File: src/rtl/frame_pkg.sv
// Shared constants and types for the variable-length serial frame link
// Summary of operation
// - Data phase any length, one byte upward
// - Host sends length mode field as 00
// - Write frame: read/write flag set to 1
// - Host lowers chip select before first bit
// - Host shifts MOSI on falling clock edge
// - Chip select rising ends the frame
// - Write bytes go to consecutive offsets
// - Read frame: read/write flag cleared to 0
// - Read returns data bits on MISO
// - Read bytes come from consecutive offsets
// - Order: address, block select, flag, mode, data
// - Block select 00000 routes to common registers
// - Codes 00110, 01111, 11101 route socket blocks
// - Data bytes travel most significant bit first
// - Length mode 00 selects variable length
package frame_pkg;
   localparam int ADDR_W          = 16;
   localparam int BLOCK_W         = 5;
   localparam int MODE_W          = 2;
   localparam int CTRL_BITS       = 24;
   localparam int BLOCK_LSB       = 3;
   localparam int FLAG_POS        = 2;
   localparam int MODE_LSB        = 0;
   localparam logic [1:0] MODE_VARIABLE = 2'h0;
   localparam logic       FLAG_READ     = 1'b0;
   localparam logic       FLAG_WRITE    = 1'b1;
   localparam logic [4:0] BLK_COMMON    = 5'h00;
   localparam logic [4:0] BLK_S1_TX     = 5'h06;
   localparam logic [4:0] BLK_S3_RX     = 5'h0F;
   localparam logic [4:0] BLK_S7_REG    = 5'h1D;
   localparam int SYS_PERIOD_NS   = 10;
   localparam int LINK_PERIOD_NS  = 80;
   localparam int HALF_DIV        = LINK_PERIOD_NS / (2 * SYS_PERIOD_NS);
   typedef enum logic [2:0] {
      BLOCK_COMMON, BLOCK_S1_TX, BLOCK_S3_RX, BLOCK_S7_REG, BLOCK_OTHER
   } block_route_t;
   // Route decode used by the device end only
   function automatic block_route_t route_of(input logic [4:0] code);
      case (code)
         BLK_COMMON: route_of = BLOCK_COMMON;
         BLK_S1_TX:  route_of = BLOCK_S1_TX;
         BLK_S3_RX:  route_of = BLOCK_S3_RX;
         BLK_S7_REG: route_of = BLOCK_S7_REG;
         default:    route_of = BLOCK_OTHER;
      endcase
   endfunction
endpackage

File: src/rtl/frame_link_if.sv
// Link wires between the frame host and the frame device
`timescale 1ns/1ps
interface frame_link_if;
   logic chip_select_n;
   logic sclk;
   logic mosi;
   logic miso;
   modport host   (output chip_select_n, output sclk, output mosi, input miso);
   modport device (input chip_select_n, input sclk, input mosi, output miso);
endinterface

File: src/rtl/frame_device.sv
// Device end: serial frame parser with consecutive-offset data phase
`timescale 1ns/1ps
module frame_device
   import frame_pkg::*;
(
   input  wire logic                     sys_clk_i,
   input  wire logic                     rst_b_i,
   frame_link_if.device                  link,
   output logic                          wr_valid_o,
   output logic [frame_pkg::ADDR_W-1:0]  acc_addr_o,
   output logic [frame_pkg::BLOCK_W-1:0] acc_block_o,
   output frame_pkg::block_route_t       acc_route_o,
   output logic [7:0]                    wr_data_o,
   output logic                          rd_req_o,
   input  wire logic [7:0]               rd_data_i,
   output logic                          frame_end_o,
   output logic                          mode_err_o
);
   import frame_pkg::*;

   typedef enum logic [1:0] {ST_IDLE, ST_CTRL, ST_WDATA, ST_RDATA} phase_t;

   typedef struct packed {
      logic [2:0]  cs_s;
      logic [2:0]  ck_s;
      logic [1:0]  mo_s;
      phase_t      phase;
      logic [4:0]  cnt;
      logic [23:0] hdr;
      logic [7:0]  shin;
      logic [7:0]  shout;
      logic [15:0] addr;
      logic [4:0]  blk;
      logic        miso;
      logic        wr_v;
      logic [7:0]  wdat;
      logic        rreq;
      logic        rload;
      logic        fend;
      logic        merr;
   } state_t;

   state_t st_r;
   state_t st_nxt;
   logic   cs_n, ck_rise, ck_fall, bit_in;

   // Sync stage 0 feeds only stage 1; edges come from stages 1 and 2
   assign cs_n    = st_r.cs_s[1];
   assign ck_rise = st_r.ck_s[1] & ~st_r.ck_s[2];
   assign ck_fall = ~st_r.ck_s[1] & st_r.ck_s[2];
   assign bit_in  = st_r.mo_s[1];

   always_comb begin
      st_nxt      = st_r;
      st_nxt.cs_s = {st_r.cs_s[1:0], link.chip_select_n};
      st_nxt.ck_s = {st_r.ck_s[1:0], link.sclk};
      st_nxt.mo_s = {st_r.mo_s[0], link.mosi};
      st_nxt.wr_v = 1'b0;
      st_nxt.rreq = 1'b0;
      st_nxt.rload = st_r.rreq;
      st_nxt.fend = 1'b0;
      if (cs_n) begin
         // Partial bytes are dropped; parser restarts at address phase
         if (st_r.phase != ST_IDLE) begin
            st_nxt.fend = 1'b1;
         end
         st_nxt.phase = ST_IDLE;
         st_nxt.cnt   = '0;
         st_nxt.miso  = 1'b0;
      end else begin
         case (st_r.phase)
            ST_IDLE: begin
               st_nxt.phase = ST_CTRL;
               st_nxt.cnt   = '0;
            end
            ST_CTRL: begin
               if (ck_rise) begin
                  // Header arrives address, block, flag, mode, MSB first
                  st_nxt.hdr = {st_r.hdr[22:0], bit_in};
                  st_nxt.cnt = st_r.cnt + 5'd1;
                  if (st_r.cnt == 5'(CTRL_BITS - 1)) begin
                     st_nxt.cnt  = '0;
                     st_nxt.addr = st_r.hdr[22:7];
                     st_nxt.blk  = st_r.hdr[6:2];
                     st_nxt.merr = ({st_r.hdr[0], bit_in} != MODE_VARIABLE);
                     if (st_r.hdr[1] == FLAG_WRITE) begin
                        st_nxt.phase = ST_WDATA;
                     end else begin
                        st_nxt.phase = ST_RDATA;
                        st_nxt.rreq  = 1'b1;
                     end
                  end
               end
            end
            ST_WDATA: begin
               if (ck_rise) begin
                  st_nxt.shin = {st_r.shin[6:0], bit_in};
                  st_nxt.cnt  = st_r.cnt + 5'd1;
                  if (st_r.cnt == 5'd7) begin
                     // Any byte count is fine; chip select alone ends it
                     st_nxt.cnt  = '0;
                     st_nxt.wdat = {st_r.shin[6:0], bit_in};
                     st_nxt.wr_v = 1'b1;
                  end
               end
               if (st_r.wr_v) begin
                  st_nxt.addr = st_r.addr + 16'h0001;
               end
            end
            ST_RDATA: begin
               // Data appears the cycle after the request, load shifter
               if (st_r.rload) begin
                  st_nxt.shout = rd_data_i;
               end
               // Drive only after a fall, so the bit stands at the next rise
               if (ck_fall) begin
                  st_nxt.miso  = st_r.shout[7];
                  st_nxt.shout = {st_r.shout[6:0], 1'b0};
                  st_nxt.cnt   = st_r.cnt + 5'd1;
                  if (st_r.cnt == 5'd7) begin
                     st_nxt.cnt  = '0;
                     st_nxt.addr = st_r.addr + 16'h0001;
                     st_nxt.rreq = 1'b1;
                  end
               end
            end
            default: st_nxt.phase = ST_IDLE;
         endcase
      end
   end

   // Single register bank for all state
   always_ff @(posedge sys_clk_i or negedge rst_b_i) begin
      if (!rst_b_i) begin
         st_r       <= '0;
         st_r.cs_s  <= 3'h7;
         st_r.phase <= ST_IDLE;
      end else begin
         st_r <= st_nxt;
      end
   end

   assign link.miso   = st_r.miso;
   assign wr_valid_o  = st_r.wr_v;
   assign wr_data_o   = st_r.wdat;
   assign acc_addr_o  = st_r.addr;
   assign acc_block_o = st_r.blk;
   assign acc_route_o = route_of(st_r.blk);
   assign rd_req_o    = st_r.rreq;
   assign frame_end_o = st_r.fend;
   assign mode_err_o  = st_r.merr;
endmodule // frame_device

File: src/flat_wrapper.sv
// flat-port wrapper written by rule: the top's interface ports become plain ports
module frame_device_flat import frame_pkg::*;
  (sys_clk_i, rst_b_i, wr_valid_o, acc_addr_o, acc_block_o, acc_route_o, wr_data_o, rd_req_o, rd_data_i, frame_end_o, mode_err_o, link_chip_select_n, link_sclk, link_mosi, link_miso);
  frame_link_if link_i ();
  input  wire logic sys_clk_i;
  input  wire logic rst_b_i;
  output logic wr_valid_o;
  output logic [frame_pkg::ADDR_W-1:0] acc_addr_o;
  output logic [frame_pkg::BLOCK_W-1:0] acc_block_o;
  output frame_pkg::block_route_t acc_route_o;
  output logic [7:0] wr_data_o;
  output logic rd_req_o;
  input  wire logic [7:0] rd_data_i;
  output logic frame_end_o;
  output logic mode_err_o;
  input wire logic [$bits(link_i.chip_select_n)-1:0] link_chip_select_n;
  input wire logic [$bits(link_i.sclk)-1:0] link_sclk;
  input wire logic [$bits(link_i.mosi)-1:0] link_mosi;
  output wire logic [$bits(link_i.miso)-1:0] link_miso;
  assign link_i.chip_select_n = link_chip_select_n;
  assign link_i.sclk = link_sclk;
  assign link_i.mosi = link_mosi;
  assign link_miso = link_i.miso;
  frame_device u_core (.sys_clk_i(sys_clk_i), .rst_b_i(rst_b_i), .link(link_i), .wr_valid_o(wr_valid_o), .acc_addr_o(acc_addr_o), .acc_block_o(acc_block_o), .acc_route_o(acc_route_o), .wr_data_o(wr_data_o), .rd_req_o(rd_req_o), .rd_data_i(rd_data_i), .frame_end_o(frame_end_o), .mode_err_o(mode_err_o));
endmodule
File: config.mk
export PLATFORM = sky130hd
export DESIGN_NAME = frame_device_flat
export DESIGN_NICKNAME = d
export VERILOG_FILES = /design/src/rtl/frame_pkg.sv /design/src/rtl/frame_link_if.sv /design/src/rtl/frame_device.sv /design/src/flat_wrapper.sv
export SDC_FILE = /design/constraint.sdc
export NUM_CORES = 1
export LEC_CHECK = 0
export BUFFER_PORTS_ARGS = -buffer_cell sky130_fd_sc_hd__buf_2
export CORE_MARGIN = 10
export CORE_UTILIZATION = 62
export DETAILED_ROUTE_END_ITERATION = 12
export PLACE_DENSITY = 0.91
export SYNTH_ARGS = -nofsm -noshare
export SYNTH_HDL_FRONTEND = slang
export SYNTH_SLANG_ARGS = --single-unit
File: constraint.sdc
create_clock -name sys_clk_i -period 5.5 [get_ports sys_clk_i]
set_clock_uncertainty 0.1 [all_clocks]
set_input_delay 0.55 -clock sys_clk_i [delete_from_list [all_inputs] [get_ports sys_clk_i]]
set_output_delay 0.55 -clock sys_clk_i [all_outputs]
set_load 0.005 [all_outputs]
==> impl_metrics.xml <==
<?xml version="1.0" encoding="UTF-8"?>
<metrics>
  <group name="placed_design">
    <metric name="io_buffers" unit="">49</metric>
    <metric name="place.detailed.hpwl" unit="mm">5.564</metric>
    <metric name="postPlaceCellArea" unit="mm2">0.004213</metric>
    <metric name="pre_cts_slack" unit="ns">2.631</metric>
    <metric name="gp_congestion" unit="">0.8628</metric>
  </group>
  <group name="outcome">
    <metric name="result_of_the_run" unit="">completed</metric>
  </group>
  <group name="logic_synthesis">
    <metric name="synth_xor_xnor_area_share" unit="">0.006320</metric>
    <metric name="post_synth.cell_area_avg" unit="um2">11.15</metric>
    <metric name="post_synthesis_mux_area_share" unit="">0.1384</metric>
    <metric name="post_synth_adder_cell_area" unit="">0.006019</metric>
    <metric name="synth_enable_flop_cells" unit="">0</metric>
    <metric name="netlist_instances" unit="">373</metric>
    <metric name="synth_compound_area_frac" unit="">0.1195</metric>
    <metric name="yosysTopAreaCell" unit="">sky130_fd_sc_hd__dfrtp_1</metric>
    <metric name="mappedNetlistArea" unit="mm2">0.004158</metric>
    <metric name="synth-simple-area-share" unit="">0.1288</metric>
    <metric name="synth_async_sr_flop_share" unit="">1.000</metric>
    <metric name="cells_taking_the_most_area_after_synthesis" unit="">sky130_fd_sc_hd__dfrtp_1, sky130_fd_sc_hd__mux2_2, sky130_fd_sc_hd__buf_4</metric>
    <metric name="yosys_warnings" unit="">0</metric>
    <metric name="synth_sequential_area_ratio" unit="">0.5242</metric>
    <metric name="synth_top_family_by_area" unit="">multiplexers</metric>
    <metric name="yosys.cell_types.count" unit="">54</metric>
    <metric name="ys_seq_elements" unit="">87</metric>
    <metric name="synth_top_area_share" unit="">0.5116</metric>
    <metric name="synth-main-ff-cell" unit="">sky130_fd_sc_hd__dfrtp_1</metric>
    <metric name="synth_nets" unit="">388</metric>
  </group>
  <group name="finish">
    <metric name="antenna_cells_inserted" unit="">0</metric>
    <metric name="relative_area_change_from_synthesis_to_final_layout" unit="%">6.891</metric>
    <metric name="fin_util" unit="">0.6920</metric>
    <metric name="num-nets-final" unit="">405</metric>
    <metric name="most-common-layout-cells" unit="">sky130_fd_sc_hd__dfrtp_1, sky130_fd_sc_hd__buf_2, sky130_fd_sc_hd__mux2_2</metric>
    <metric name="drive_gt1_frac" unit="">0.2962</metric>
    <metric name="final_common_cell" unit="">sky130_fd_sc_hd__dfrtp_1</metric>
    <metric name="layout.cell_area.non_filler" unit="mm2">0.004444</metric>
    <metric name="fillerInstances" unit="">458</metric>
  </group>
  <group name="setup_path">
    <metric name="timing_worst_setup_path_type" unit="">reg -&gt; reg</metric>
    <metric name="timing.critical_path.cells" unit="">nor3b_1, nand2_1, nor2_1, mux2_2</metric>
    <metric name="logic_depth_of_the_worst_register_to_register_path" unit="">4</metric>
    <metric name="worst_r2r_endpoint" unit="">u_core.acc_block_o[4]</metric>
    <metric name="slowest_stage_cell_on_the_critical_path" unit="">sky130_fd_sc_hd__nand2_1</metric>
    <metric name="worstPathMaxFanout" unit="">25</metric>
    <metric name="critical_path.top_delay_family" unit="">simple AND/OR/NAND/NOR gates</metric>
    <metric name="reg2reg_setup_slack" unit="ns">2.51</metric>
    <metric name="cp.required" unit="ns">5.64</metric>
    <metric name="reg2reg_launch_point" unit="">u_core.st_r[81]</metric>
    <metric name="timing.critical_path.from_type" unit="">flop</metric>
    <metric name="largest_incremental_delay_on_the_critical_path" unit="ns">0.68</metric>
    <metric name="timing.critical_path.arrival" unit="ns">3.13</metric>
    <metric name="critical_path_buf_inv_count" unit="">0</metric>
    <metric name="critical_path.endpoint_type" unit="">flop</metric>
  </group>
  <group name="cts">
    <metric name="post_cts.repair.setup_buffers" unit="">0</metric>
    <metric name="cts_sinks" unit="">87</metric>
    <metric name="insertion_delay" unit="ns">0.35</metric>
    <metric name="htree_levels" unit="">3</metric>
    <metric name="cts_repair_resize_count" unit="">0</metric>
    <metric name="tritoncts.num_buffers" unit="">9</metric>
    <metric name="clock_tree_from_tritoncts" unit="">built</metric>
    <metric name="clock_tree.buffer_depth" unit="">2</metric>
    <metric name="holdBufCountCts" unit="">0</metric>
    <metric name="clock_tree.root_cell" unit="">sky130_fd_sc_hd__clkbuf_8</metric>
    <metric name="clkSlewWorstSetupHoldPaths" unit="ns">0.08</metric>
  </group>
  <group name="flow_run">
    <metric name="max_cap_viol_count" unit="">0</metric>
  </group>
  <group name="min_path">
    <metric name="min_from" unit="">link_chip_select_n</metric>
    <metric name="timing.hold.worst_path_depth" unit="">1</metric>
    <metric name="holdCritPathClass" unit="">in -&gt; reg</metric>
    <metric name="hold_end" unit="">u_core.st_nxt[88]</metric>
  </group>
  <group name="power">
    <metric name="share_seq_of_total_power" unit="">0.551</metric>
    <metric name="power_frac_clock" unit="">0.412</metric>
    <metric name="power.share.switching" unit="">0.2164</metric>
    <metric name="power_frac_comb" unit="">0.037</metric>
    <metric name="power.density" unit="mW/mm2">274.0</metric>
    <metric name="power.internal" unit="W">0.0009544</metric>
    <metric name="static-leakage-power" unit="nW">2.150</metric>
    <metric name="ir_worst_vdd" unit="uV">180.2</metric>
    <metric name="design_power_total" unit="W">0.001218</metric>
    <metric name="power_switching" unit="W">0.0002635</metric>
  </group>
  <group name="sta">
    <metric name="final-max-slew-violation-count" unit="">0</metric>
    <metric name="layout_min_cycle_time" unit="ns">2.988</metric>
    <metric name="layout_setup_ws" unit="ns">2.512</metric>
    <metric name="worstMarginPinSlew" unit="ns">1.105</metric>
    <metric name="setup_total_negative_slack" unit="ns">0</metric>
    <metric name="finalSetupViolations" unit="">0</metric>
    <metric name="grt_setup_unrepaired" unit="">no</metric>
    <metric name="slew_headroom" unit="">0.2621</metric>
    <metric name="hold_viol" unit="">0</metric>
    <metric name="fmax" unit="MHz">334.7</metric>
    <metric name="fin_crit_sh" unit="">0.5433</metric>
  </group>
  <group name="detailed_routing">
    <metric name="detail_route.first_pass.iterations" unit="">5</metric>
    <metric name="final_antenna_net_count" unit="">0</metric>
    <metric name="route.vias.total" unit="">2877</metric>
    <metric name="drt-wirelength-per-cell" unit="um">17.51</metric>
    <metric name="detailedRoute.firstIterationViolations" unit="">154</metric>
    <metric name="drcViolationCount" unit="">0</metric>
    <metric name="avgViaCountPerCell" unit="">6.095</metric>
    <metric name="drt-total-wl" unit="mm">8.267</metric>
  </group>
  <group name="global_route">
    <metric name="overall_global_routing_usage" unit="">0.1666</metric>
    <metric name="grt_pass1_wl" unit="mm">13.90</metric>
    <metric name="grt_max_degree" unit="">88</metric>
    <metric name="first_global_vias" unit="">2928</metric>
    <metric name="antenna_found_initial" unit="">0</metric>
    <metric name="globalRoute.totalOverflow" unit="">0</metric>
  </group>
  <group name="floorplanning">
    <metric name="dieWidth" unit="um">101.9</metric>
    <metric name="core" unit="mm2">0.006422</metric>
    <metric name="io-pin-count" unit="">50</metric>
    <metric name="effective_utilization_at_floorplan" unit="">0.6474</metric>
    <metric name="full_die_area" unit="mm2">0.01038</metric>
    <metric name="rows" unit="">29</metric>
    <metric name="floorplan.die.height" unit="um">101.9</metric>
  </group>
</metrics>
[registers in the layout, summed over array words and instances (netlist names)]
| signal | flops |
|---|---|
| u_core.wr_valid_o | 1 |
| u_core.st_nxt | 4 |
| u_core.bit_in | 1 |
| u_core.link.miso | 1 |
| u_core.cs_n | 1 |
| u_core.acc_addr_o | 16 |
| u_core.mode_err_o | 1 |
| u_core.wr_data_o | 8 |
| u_core.frame_end_o | 1 |
| u_core.st_r | 47 |
| u_core.acc_block_o | 5 |
| u_core.rd_req_o | 1 |
[layout make-up]
class | instances | area [um2] | area share
timing repair buffer | 50 | 255.2 | 0.05743
tap | 77 | 96.34 | 0.02168
clock buffer | 11 | 151.4 | 0.03407
inverter | 6 | 22.52 | 0.005068
multi-input combinational | 236 | 1659 | 0.3733
clock inverter | 5 | 80.08 | 0.01802
sequential | 87 | 2180 | 0.4904
[power groups by stage]
| stage | registers (W) | logic [W] | clock network [W] |
|---|---|---|---|
| final | 0.000671 | 0.0000456 | 0.000501 |
| after global routing | 0.000674 | 0.0000520 | 0.000532 |
| after CTS | 0.000670 | 0.0000465 | 0.000507 |
| after detailed placement | 0.000683 | 0.0000460 | 0 |
| after global placement | 0.000681 | 0.0000445 | 0 |
| after floorplan | 0.000675 | 0.0000280 | 0 |
[metal layers]
layer | vias up | share of wire | global-route usage
met3 | 17 | 0.059 | 0.03846
met1 | 1412 | 0.43 | 0.2041
met5 | - | 0 | 0
li1 | 1347 | - | -
met4 | 0 | 0.019 | 0.06725
met2 | 101 | 0.50 | 0.2798
[through the flow]
step           std cells  hold slack (ns)
2_1_floorplan        373           0.1544
3_3_place_gp         456           0.2352
3_5_place_dp         456           0.2379
4_1_cts              472           0.1795
5_1_grt              472           0.1821
6_report             472           0.1884
[cell families after synthesis]
logic type / count (synthesis)
AOI/OAI and AO/OA: 79
xor gates and xnor gates: 3
adders and majority gates: 2
buffers and inverters: 50
DFF: 87
muxes: 52
and+or+nand+nor: 100
[Yosys cell counts (2+ instances only)]
master and count:
sky130_fd_sc_hd__inv_1 6, sky130_fd_sc_hd__buf_2 6, sky130_fd_sc_hd__a21o_1 4, sky130_fd_sc_hd__clkbuf_1 7, sky130_fd_sc_hd__buf_4 29, sky130_fd_sc_hd__nor2b_1 5
sky130_fd_sc_hd__xnor2_1 2, sky130_fd_sc_hd__nor3_1 5, sky130_fd_sc_hd__o31ai_1 4, sky130_fd_sc_hd__and2_1 2, sky130_fd_sc_hd__mux2_2 44, sky130_fd_sc_hd__mux2i_1 8
sky130_fd_sc_hd__nor2_1 21, sky130_fd_sc_hd__a22oi_1 2, sky130_fd_sc_hd__nand4_1 3, sky130_fd_sc_hd__nand4b_1 3, sky130_fd_sc_hd__dfstp_2 2, sky130_fd_sc_hd__buf_6 2
sky130_fd_sc_hd__a22o_1 8, sky130_fd_sc_hd__o21ai_0 29, sky130_fd_sc_hd__a31oi_1 3, sky130_fd_sc_hd__a32oi_1 3, sky130_fd_sc_hd__a21oi_1 13, sky130_fd_sc_hd__nor4_1 4
sky130_fd_sc_hd__o21a_1 2, sky130_fd_sc_hd__ha_1 2, sky130_fd_sc_hd__dfrtp_1 85, sky130_fd_sc_hd__a21boi_0 2, sky130_fd_sc_hd__nand3_1 10, sky130_fd_sc_hd__and4b_1 2
sky130_fd_sc_hd__o21ai_1 2, sky130_fd_sc_hd__nand2_1 25, sky130_fd_sc_hd__o41ai_1 2, sky130_fd_sc_hd__nand2b_1 6
[worst max-delay path by stage]
stage | from | to | slack (ns) | cells after the start
finish | u_core.st_r[81] | u_core.acc_block_o[4] | 2.51 | 4
floorplan | u_core.st_r[75] | u_core.acc_addr_o[3] | 3.44 | 7
global route | u_core.st_r[81] | u_core.acc_block_o[4] | 2.28 | 4
global placement | u_core.st_r[81] | u_core.acc_block_o[2] | 2.85 | 4
detailed placement | u_core.st_r[81] | u_core.acc_block_o[4] | 2.63 | 4
CTS | u_core.st_r[81] | u_core.acc_block_o[4] | 2.52 | 4
[worst reg2reg max path, stage by stage (launching register included)]
cell                      delay [ns]
sky130_fd_sc_hd__dfrtp_1        0.54
sky130_fd_sc_hd__nor3b_1        0.47
sky130_fd_sc_hd__nand2_1        0.68
sky130_fd_sc_hd__nor2_1         0.67
sky130_fd_sc_hd__mux2_2         0.41
(Power assumes the default switching activity.)
